$ cat src/common/ebpcp_pkg.sv
package ebpcp_pkg;
  // ----------------------------------------------------------------
  // widths and reset values
  // ----------------------------------------------------------------
  localparam int PORT_W = 8;
  localparam int LOWER_N = 5;
  localparam int CHG_LO = 4;
  localparam int CHG_N = 4;
  localparam int PULLUP_BIT = 7;
  localparam int CHANGE_FLAG_BIT = 0;
  localparam int CAPTURE_PIN = 3;
  localparam logic [7:0] DIR_RESET = 8'hff;
  localparam logic [7:0] LATCH_RESET = 8'h00;
  localparam logic PULLUP_DISABLE_RESET = 1'b1;
  localparam logic [4:0] ANALOG_ALL = 5'h1f;
  localparam logic [4:0] ANALOG_NONE = 5'h00;
endpackage : ebpcp_pkg

$ cat src/verilog/ebpcp_sync.sv
`timescale 1ns/1ns
module ebpcp_sync #(
  parameter int WIDTH = 8
) (
  // clock and reset
  input wire logic clk,
  input wire logic reset,
  // data
  input wire logic [WIDTH-1:0] d,
  output logic [WIDTH-1:0] q
);
  logic [WIDTH-1:0] meta_r;

  // first stage feeds only the second
  always_ff @(posedge clk)
  begin
    if (reset)
    begin
      meta_r <= '0;
      q <= '0;
    end
    else
    begin
      meta_r <= d;
      q <= meta_r;
    end
  end
endmodule : ebpcp_sync

$ cat src/verilog/ebpcp_change.sv
`timescale 1ns/1ns
module ebpcp_change #(
  parameter int WIDTH = 4
) (
  // clock and reset
  input wire logic clk,
  input wire logic reset,
  // pins and control
  input wire logic [WIDTH-1:0] level,
  input wire logic [WIDTH-1:0] is_input,
  input wire logic refresh,
  // result
  output logic mismatch
);
  logic [WIDTH-1:0] snap_r;
  logic [WIDTH-1:0] diff;

  always_ff @(posedge clk)
  begin
    if (reset)
      snap_r <= '0;
    else if (refresh)
      snap_r <= level;
  end

  // outputs are masked out of the compare
  assign diff = (level ^ snap_r) & is_input;
  assign mismatch = |diff;
endmodule : ebpcp_change

$ cat src/verilog/ebpcp_port.sv
`timescale 1ns/1ns
module ebpcp_port (
  // clock and reset
  input wire logic clk,
  input wire logic reset,
  // configuration bits, caught at reset release
  input wire logic lower_pins_analog_default,
  input wire logic capture_pin_select,
  // processor access to port_pin_register
  input wire logic port_rd,
  input wire logic port_wr,
  input wire logic port_wr_is_move,
  input wire logic [7:0] port_wdata,
  output logic [7:0] port_rdata,
  // processor access to output_latch
  input wire logic latch_wr,
  output logic [7:0] latch_rdata,
  // direction_mask
  input wire logic dir_wr,
  input wire logic [7:0] dir_wdata,
  output logic [7:0] direction_mask,
  // pull-up control bit of interrupt_control_two
  input wire logic pullup_wr,
  input wire logic pullup_wdata,
  output logic pullup_disable_n,
  // analog select for lower pins from the converter
  input wire logic analog_wr,
  input wire logic [4:0] analog_wdata,
  output logic [4:0] analog_sel,
  // change flag of interrupt_control_main
  input wire logic flag_clr,
  output logic port_change_flag,
  output logic wake_req,
  // pins
  input wire logic [7:0] pin_in,
  output logic [7:0] pin_out,
  output logic [7:0] pin_oe_n,
  output logic [7:0] pullup_en,
  // capture/compare alternate pin
  output logic capture_alt_in,
  output logic capture_alt_sel
);
  logic [7:0] output_latch_r;
  logic [7:0] dir_r;
  logic pullup_dis_r;
  logic [4:0] analog_r;
  logic flag_r;
  logic cap_sel_r;
  logic strap_done_r;
  logic [7:0] pin_sync;
  logic [7:0] port_view;
  logic mismatch;
  logic port_refresh;

  // ----------------------------------------------------------------
  // pin synchronisers
  // ----------------------------------------------------------------
  ebpcp_sync #(.WIDTH(ebpcp_pkg::PORT_W)) u_sync (
    .clk(clk),
    .reset(reset),
    .d(pin_in),
    .q(pin_sync)
  );

  // ----------------------------------------------------------------
  // output latch and direction
  // ----------------------------------------------------------------
  // a port write lands in the latch, not on the pins
  always_ff @(posedge clk)
  begin
    if (reset)
      output_latch_r <= ebpcp_pkg::LATCH_RESET;
    else if (latch_wr)
      output_latch_r <= port_wdata;
    else if (port_wr)
      output_latch_r <= port_wdata;
  end

  // every pin wakes up as an input
  always_ff @(posedge clk)
  begin
    if (reset)
      dir_r <= ebpcp_pkg::DIR_RESET;
    else if (dir_wr)
      dir_r <= dir_wdata;
  end

  // one bit serves all eight pins
  always_ff @(posedge clk)
  begin
    if (reset)
      pullup_dis_r <= ebpcp_pkg::PULLUP_DISABLE_RESET;
    else if (pullup_wr)
      pullup_dis_r <= pullup_wdata;
  end

  // ----------------------------------------------------------------
  // configuration straps
  // ----------------------------------------------------------------
  // straps sampled one edge after release, not under reset
  always_ff @(posedge clk)
  begin
    if (reset)
      strap_done_r <= 1'b0;
    else
      strap_done_r <= 1'b1;
  end

  always_ff @(posedge clk)
  begin
    if (reset)
      analog_r <= ebpcp_pkg::ANALOG_ALL;
    else if (!strap_done_r)
      analog_r <= lower_pins_analog_default ? ebpcp_pkg::ANALOG_ALL : ebpcp_pkg::ANALOG_NONE;
    else if (analog_wr)
      analog_r <= analog_wdata;
  end

  always_ff @(posedge clk)
  begin
    if (reset)
      cap_sel_r <= 1'b1;
    else if (!strap_done_r)
      cap_sel_r <= capture_pin_select;
  end

  // ----------------------------------------------------------------
  // pin drive and read view
  // ----------------------------------------------------------------
  genvar gi;
  generate
    for (gi = 0; gi < ebpcp_pkg::PORT_W; gi++)
    begin : g_pin
      assign pin_out[gi] = output_latch_r[gi];
      assign pin_oe_n[gi] = dir_r[gi];
      assign pullup_en[gi] = !pullup_dis_r && dir_r[gi];
      if (gi < ebpcp_pkg::LOWER_N)
      begin : g_lower
        // analog pins read zero in the digital view
        assign port_view[gi] = analog_r[gi] ? 1'b0 :
          (dir_r[gi] ? pin_sync[gi] : output_latch_r[gi]);
      end
      else
      begin : g_upper
        assign port_view[gi] = dir_r[gi] ? pin_sync[gi] : output_latch_r[gi];
      end
    end
  endgenerate

  // one cycle late, but never a half-settled pin
  always_ff @(posedge clk)
  begin
    if (reset)
      port_rdata <= 8'h00;
    else
      port_rdata <= port_view;
  end

  always_ff @(posedge clk)
  begin
    if (reset)
      latch_rdata <= 8'h00;
    else
      latch_rdata <= output_latch_r;
  end

  // ----------------------------------------------------------------
  // interrupt on change
  // ----------------------------------------------------------------
  // block moves into the port leave the snapshot alone
  assign port_refresh = port_rd || (port_wr && !port_wr_is_move);

  // snapshot starts at zero: a high input flags until the first read or non-move port write
  ebpcp_change #(.WIDTH(ebpcp_pkg::CHG_N)) u_change (
    .clk(clk),
    .reset(reset),
    .level(pin_sync[ebpcp_pkg::CHG_LO +: ebpcp_pkg::CHG_N]),
    .is_input(dir_r[ebpcp_pkg::CHG_LO +: ebpcp_pkg::CHG_N]),
    .refresh(port_refresh),
    .mismatch(mismatch)
  );

  // set beats clear: a live mismatch keeps the flag up
  always_ff @(posedge clk)
  begin
    if (reset)
      flag_r <= 1'b0;
    else if (mismatch)
      flag_r <= 1'b1;
    else if (flag_clr)
      flag_r <= 1'b0;
  end

  // wake is combinational so it needs no running core state
  assign wake_req = flag_r || mismatch;

  // ----------------------------------------------------------------
  // outputs
  // ----------------------------------------------------------------
  assign direction_mask = dir_r;
  assign pullup_disable_n = pullup_dis_r;
  assign analog_sel = analog_r;
  assign port_change_flag = flag_r;
  assign capture_alt_sel = !cap_sel_r;
  assign capture_alt_in = pin_sync[ebpcp_pkg::CAPTURE_PIN];

  // ----------------------------------------------------------------
  // checks
  // ----------------------------------------------------------------
  pin_drive_a: assert property (@(posedge clk) disable iff (reset)
    !dir_r[0] |-> pin_out[0] == output_latch_r[0] && !pin_oe_n[0])
    else $error("output pin not driven from latch");
  pin_float_a: assert property (@(posedge clk) disable iff (reset)
    dir_r[7] |-> pin_oe_n[7])
    else $error("input pin driver enabled");
  pullup_out_a: assert property (@(posedge clk) disable iff (reset)
    (pullup_en & ~dir_r) == 8'h00)
    else $error("pull-up on output pin");
  pullup_ctl_a: assert property (@(posedge clk) disable iff (reset)
    pullup_wr && !pullup_wdata && dir_r[1] && !dir_wr |=> pullup_en[1])
    else $error("pull-up not enabled");
  pullup_reset_a: assert property (@(posedge clk)
    $fell(reset) |-> pullup_en == 8'h00)
    else $error("pull-up on after reset");
  latch_write_a: assert property (@(posedge clk) disable iff (reset)
    latch_wr |=> ##1 latch_rdata == $past(port_wdata, 2))
    else $error("latch readback wrong");
  analog_zero_a: assert property (@(posedge clk) disable iff (reset)
    analog_r[2] |=> port_rdata[2] == 1'b0)
    else $error("analog pin reads nonzero");
  flag_hold_a: assert property (@(posedge clk) disable iff (reset)
    mismatch |=> flag_r)
    else $error("flag not set on mismatch");
  snap_end_a: assert property (@(posedge clk) disable iff (reset)
    port_rd |=> !$stable(pin_sync) || !mismatch)
    else $error("read did not end mismatch");
  move_keep_a: assert property (@(posedge clk) disable iff (reset)
    port_wr && port_wr_is_move && !port_rd && !dir_wr && mismatch |=> !$stable(pin_sync) || mismatch)
    else $error("move ended mismatch");
  flag_clear_a: assert property (@(posedge clk) disable iff (reset)
    flag_r && flag_clr && !mismatch |=> !flag_r)
    else $error("flag not cleared");
  out_excluded_a: assert property (@(posedge clk) disable iff (reset)
    dir_r[7:4] == 4'h0 |-> !mismatch)
    else $error("output pin caused change");
  wake_flag_a: assert property (@(posedge clk) disable iff (reset)
    $rose(flag_r) |-> $past(wake_req) && wake_req)
    else $error("no wake with flag set");
  strap_a: assert property (@(posedge clk)
    $fell(reset) && !lower_pins_analog_default |=> analog_r == 5'h00)
    else $error("strap not applied");
  cap_pin_a: assert property (@(posedge clk) disable iff (reset)
    $fell(reset) |=> capture_alt_sel == !$past(capture_pin_select))
    else $error("capture select wrong");
  dir_reset_a: assert property (@(posedge clk)
    $fell(reset) |-> pin_oe_n == 8'hff)
    else $error("pin not input after reset");
  dir_write_a: assert property (@(posedge clk) disable iff (reset)
    dir_wr |=> direction_mask == $past(dir_wdata))
    else $error("direction write lost");
  port_write_a: assert property (@(posedge clk) disable iff (reset)
    port_wr && !latch_wr |=> output_latch_r == $past(port_wdata))
    else $error("port write missed latch");
  pullup_global_a: assert property (@(posedge clk) disable iff (reset)
    pullup_dis_r |-> pullup_en == 8'h00)
    else $error("pull-up on while disabled");
  in_read_a: assert property (@(posedge clk) disable iff (reset)
    dir_r[6] |=> port_rdata[6] == $past(pin_sync[6]))
    else $error("input pin read wrong");
  out_read_a: assert property (@(posedge clk) disable iff (reset)
    !dir_r[6] |=> port_rdata[6] == $past(output_latch_r[6]))
    else $error("output pin read wrong");

  // ----------------------------------------------------------------
  // cover points
  // ----------------------------------------------------------------

  flag_set_c: cover property (@(posedge clk) disable iff (reset) $rose(flag_r));
  flag_clr_c: cover property (@(posedge clk) disable iff (reset) flag_clr && flag_r ##1 !flag_r);
  move_c: cover property (@(posedge clk) disable iff (reset) port_wr && port_wr_is_move && mismatch);
  pullup_c: cover property (@(posedge clk) disable iff (reset) pullup_en != 8'h00);
  strap_c: cover property (@(posedge clk) $fell(reset) && !lower_pins_analog_default);
endmodule : ebpcp_port

$ cat config.mk
export PLATFORM = sky130hd
export DESIGN_NAME = ebpcp_port
export DESIGN_NICKNAME = d
export VERILOG_FILES = /design/src/common/ebpcp_pkg.sv /design/src/verilog/ebpcp_sync.sv /design/src/verilog/ebpcp_change.sv /design/src/verilog/ebpcp_port.sv
export SDC_FILE = /design/constraint.sdc
export NUM_CORES = 1
export LEC_CHECK = 0
export ABC_CLOCK_PERIOD_IN_PS = 1800
export BUFFER_PORTS_ARGS = -buffer_cell sky130_fd_sc_hd__buf_2
export CAP_MARGIN = 20
export CORE_ASPECT_RATIO = 1.5
export CORE_MARGIN = 1.5
export CORE_UTILIZATION = 49
export DETAILED_ROUTE_END_ITERATION = 8
export MAX_ROUTING_LAYER = met4
export PLACE_DENSITY = 0.84
export REMOVE_ABC_BUFFERS = 1
export SKIP_CTS_REPAIR_TIMING = 1
export SLEW_MARGIN = 10
export SYNTH_ARGS = -nofsm -noshare
export SYNTH_HDL_FRONTEND = slang
export SYNTH_SLANG_ARGS = --single-unit
$ cat constraint.sdc
create_clock -name clk -period 1.8 [get_ports clk]
set_clock_uncertainty 0.15 [all_clocks]
set_input_delay 0.36 -clock clk [delete_from_list [all_inputs] [get_ports clk]]
set_output_delay 0.36 -clock clk [all_outputs]
set_load 0.1 [all_outputs]
Word-level counts from Yosys, hierarchy flattened
Cells that the tools add are included.
W data, S select, Z words.

word-level totals
  register bits = 61

operators by class
  equality and inequality tests = 1
  muxes and demuxes = 16
  bitwise operators = 2
  reduce and logical (&&, ||, !) cells = 22

operators by type and width
  cell                  number
  $mux W8               2
  $mux W5               3
  $mux W1               11
  $reduce_or A2 Y1      5
  $logic_and A1 B1 Y1   9
  $and A4 B4 Y4         1
  $reduce_bool A2 Y1    2
  $reduce_or A4 Y1      1
  $xor A4 B4 Y4         1
  $logic_not A1 Y1      3
  $logic_or A1 B1 Y1    2
  $ne A2 B2 Y1 const B  1

Logic depth before layout (Yosys ltp)
  word-level depth = 4
  depth in mapped cells = 4
  mapped depth without buffers = 3

Hierarchy
From an unflattened synthesis, not the netlist that was laid out.

second synthesis, totals
  cells, all modules = 205
  area total of the unflattened synthesis = 2,217.1 um2

by module, submodules not included
  module        times used  cells an instance  area each (um2)
  ebpcp_port    1           152                1,559.0
  ebpcp_sync    1           33                 464.2
  ebpcp_change  1           20                 193.9

Worst setup path before layout
No wires, ideal clock.

  kind = register to output
  start point = register dir_r[6] (netlist: direction_mask[6])
  end point = output pullup_en[6]
  arrival = 2.456 ns
  path slack = -1.166 ns
  cell stages (with the launch flop) = 2
  cells stage by stage = dfxtp_1 -> nor2b_1

on the way
  longest elaborated chain between the ends = 1

ends and longest elaborated chain
  element                   line               text
  start: declaration        ebpcp_port.sv:44   logic [7:0] dir_r;
  start signal: assignment  ebpcp_port.sv:83   dir_r <= ebpcp_pkg::DIR_RESET;
  start signal: assignment  ebpcp_port.sv:85   dir_r <= dir_wdata;
  $logic_and A1 B1 Y1       ebpcp_port.sv:136  assign pullup_en[gi] = !pullup_dis_r && dir_r[gi];
  end: declaration          ebpcp_port.sv:38   output logic [7:0] pullup_en,

Every way passes these cells.

Final worst setup path
  start point = register u_sync.q[6]
  end point = output wake_req

on the way
  longest elaborated chain between the ends = 4

ends and longest elaborated chain
  element                   line                text
  start: declaration        ebpcp_sync.sv:10    output logic [WIDTH-1:0] q
  start signal: assignment  ebpcp_sync.sv:25    q <= meta_r;
  $xor A4 B4 Y4             ebpcp_change.sv:27  assign diff = (level ^ snap_r) & is_input;
  $and A4 B4 Y4             ebpcp_change.sv:27
  $reduce_or A4 Y1          ebpcp_change.sv:28  assign mismatch = |diff;
  $logic_or A1 B1 Y1        ebpcp_port.sv:195   assign wake_req = flag_r || mismatch;
  end: declaration          ebpcp_port.sv:33    output logic wake_req,

Every way passes these cells.

==> key figures <==
Yosys
  • Synthesized instance count: 212
  • Syn_area_per_cell: 10.3 um2
  • Most area-hungry cell type in the Yosys netlist: sky130_fd_sc_hd__dfxtp_1
  • Yosys top cell area share: 56.1%
  • Synth top area cells: sky130_fd_sc_hd__dfxtp_1 (56%), sky130_fd_sc_hd__mux2i_1 (11%), sky130_fd_sc_hd__nor2b_1 (9.2%), sky130_fd_sc_hd__nand2_1 (4.0%), sky130_fd_sc_hd__a21oi_1 (2.8%)
  • Register area share after synthesis: approximately 56%
  • Yosys reg bits: 61
  • Count of cell types in the netlist: 22
  • Synth warnings: 0
  • Mapped Area: 2180 um2

Place
  • Final estimated routing congestion in global placement: 0.758
  • Setup WS pre-CTS: 0.244 ns
  • Port buffer count: 99
  • Half-perimeter wire length after placement: 3.47 mm
  • Number of placed cells counting well taps: 341

Routing
  • Number of DRC markers after the initial detailed-route iteration: 58
  • DRT Pass-1 Iters: 4
  • Count of nets left with antenna violations after detail routing: 0
  • Via total after detailed routing: 1765
  • Wirelength per Cell: 13.2 um
  • Detail-routed via count per cell: 4.93
  • Routed wire length: around 4.7 mm
  • Number of remaining DRC errors: 0

Layout
  • Final instance count without filler cells: 358
  • Number of filler cells placed in the layout: 319
  • Area delta synth->final: 39.6%
  • Number of inserted diodes: 0
  • Final net count: 349
  • Core utilization of the finished layout: a little under three quarters
  • Fraction of final layout cells sized beyond drive strength 1: 40.1%

Pwr
  • Ratio of total power to cell area: 1210 nW/um2
  • Worst vdd rail ir drop: ~0.0010 V
  • Leakage power total: 0.00149 uW

Timing
  • Fin crit period: 1.84 ns
  • Worst Setup Slack, final: -0.0392 ns
  • Setup repair after global routing missed its margin: yes
  • Measured slew at the worst slew-check pin: between 0.5 and 0.6 ns
  • Final-report max-slew violation count: 0
  • Count of endpoints failing setup in the final report: 1
  • Worst Hold Slack: 0.0914 ns
  • Number of hold violations in the final report: 0
  • Share of the cycle needed by the critical path after routing: 102%
  • Highest attainable clock frequency: 544 MHz
  • Worst max-slew margin expressed relative to the limit: between 60% and 70%
  • TNS Setup: -0.0392 ns

Floorplanning
  • Die Outline Area: 4860 um2
  • Die width: 57.4 um
  • Area of the core region: 4250 um2
  • Height of the chip: approximately 85 um
  • Number of rows in the core area: 29
  • Starting Density: about half
  • I/O pin total: 100

Critical path
  • CP required: 1.29 ns
  • Arrival time worst endpoint: 1.33 ns
  • Cell type of the slowest stage on the worst timing path: sky130_fd_sc_hd__dfxtp_1
  • Cell breakdown of the critical path: xor2_1, a22oi_2, nand3b_1, buf_12
  • Buffer and inverter count on the worst path: 1
  • Sort of element at the start of the critical path: flip-flop
  • Critical path class: flip-flop to primary output
  • Kind of cell adding the most delay to the critical path: flip-flops
  • Cell count along the critical path: 4
  • Logic depth of the worst register-to-register path: 3
  • Endpoint class of the critical path: primary output
  • Maximum single-stage delay on the critical path: 0.37 ns
  • Worst-path fanout max: 3

Clock tree
  • Max clock buf depth: 2
  • Clock tree from TritonCTS: done
  • CTS clk-pin slew, worst paths: 0.06 ns
  • Maximum level of the CTS H-tree: 3
  • Sink Count: 61
  • Insertion delay to the later sink of the worst-skew pair: 0.33 ns
  • TritonCTS buffer count: 9
  • Cell chosen for the clock root: sky130_fd_sc_hd__clkbuf_8

Outcome
  • Violations in the final reports: setup timing
  • Outcome: complete, but fails checks

Global routing
  • Wire length of the first global-routing pass: 7.65 mm
  • Pin count of the biggest net entering global routing: 33
  • Antenna violations before repair: 0
  • Overall routing resource usage: between 20% and 30%
  • Via count of the first global-routing pass: around 1600
  • Remaining global-route overflow: 0

Min path
  • Class of the most critical hold timing path: input port to flip-flop
  • Worst hold path stage count: 2

Job
  • Max-cap check violation count: 0
-- path summary, 6_finish.rpt --
kind | end | start | slack (ns)
max reg2reg | analog_sel[1]$_SDFFE_PP1P_ | strap_done_r$_DFF_P_ | 0.60
max | wake_req | u_sync.q[6]$_SDFF_PP0_ | -0.04
min | u_sync.meta_r[4]$_SDFF_PP0_ | pin_in[4] | 0.09
min reg2reg | u_sync.q[1]$_SDFF_PP0_ | u_sync.meta_r[1]$_SDFF_PP0_ | 0.29
-- synthesized netlist by cell type --
library cell	instances
sky130_fd_sc_hd__nor2b_4	1
sky130_fd_sc_hd__nand2b_1	1
sky130_fd_sc_hd__o21ai_0	12
sky130_fd_sc_hd__a31oi_1	1
sky130_fd_sc_hd__nand3b_1	1
sky130_fd_sc_hd__nor3_1	5
sky130_fd_sc_hd__inv_1	2
sky130_fd_sc_hd__buf_2	4
sky130_fd_sc_hd__clkbuf_1	3
sky130_fd_sc_hd__buf_1	2
sky130_fd_sc_hd__a21o_1	5
sky130_fd_sc_hd__a22oi_1	2
sky130_fd_sc_hd__buf_6	1
sky130_fd_sc_hd__nor2_1	5
sky130_fd_sc_hd__a21oi_1	12
sky130_fd_sc_hd__mux2i_1	23
sky130_fd_sc_hd__nor2b_1	32
sky130_fd_sc_hd__nand2_1	23
sky130_fd_sc_hd__buf_4	8
sky130_fd_sc_hd__xor2_1	4
sky130_fd_sc_hd__dfxtp_1	61
sky130_fd_sc_hd__or3b_1	4
-- cell families (layout without fill, tap and decap cells) --
logic type	count (synthesis)	count (layout)	synth area share (%)
and+or+nand+nor	72	72	18.1
muxes	23	23	10.6
AOI/OAI and AO/OA	32	32	8.22
DFF	61	61	56.1
xor gates and xnor gates	4	4	1.61
buffers and inverters	20	120	5.41
-- cells in the final DEF, fill, tap and decap left out, drive strengths merged --
master / count
bufinv: 2
inv: 2
nor2: 5
a21oi: 12
xor2: 4
nor2b: 33
a22oi: 2
o21ai: 12
buf: 101
mux2i: 23
clkinv: 2
a21o: 5
nand2b: 1
dfxtp: 61
a31oi: 1
nand3b: 1
nand2: 23
clkbuf: 13
or3b: 4
nor3: 5
-- registers in the layout, indices dropped and copies added, names as in the netlist --
| register | cells |
|---|---|
| cap_sel_r | 1 |
| u_change.snap_r | 4 |
| u_sync.meta_r | 8 |
| port_rdata | 8 |
| direction_mask | 8 |
| analog_sel | 5 |
| pin_out | 8 |
| strap_done_r | 1 |
| port_change_flag | 1 |
| pullup_disable_n | 1 |
| u_sync.q | 8 |
| latch_rdata | 8 |
-- layout make-up --
| class | instances | area (um2) | share of cell area [%] |
|---|---|---|---|
| well taps | 46 | 57.6 | 1.90 |
| clock inverters | 4 | 70.1 | 2.31 |
| clock buffers | 12 | 155 | 5.11 |
| flip-flops and latches | 61 | 1230 | 40.4 |
| multi-input cells | 131 | 850 | 28.0 |
| repair buffers | 102 | 671 | 22.1 |
| inverters | 2 | 7.51 | 0.247 |
-- power by group --
group	leakage (uW)	switching [uW]	internal [uW]
Clock	0.000116	490	851
Sequential	0.000503	54.3	1420
Combinational	0.000874	653	206
-- metal layers --
| layer | vias up | GRT usage, % | wire [um] |
|---|---|---|---|
| li1 | 882 | - | - |
| met1 | 804 | 24.4 | 1860 |
| met2 | 67 | 33.8 | 2480 |
| met3 | 12 | 6.01 | 262 |
| met4 | 0 | 11.0 | 125 |
| met5 | - | - | 0 |
-- through the flow --
step / power (uW) / instance area, um2
after floorplan: 2120 / 2070
after global placement: 2350 / 2780
after detailed placement: 2360 / 2780
after CTS: 3700 / 3010
after global routing: 3810 / 3040
final: 3670 / 3040
(Power assumes the default switching activity.)
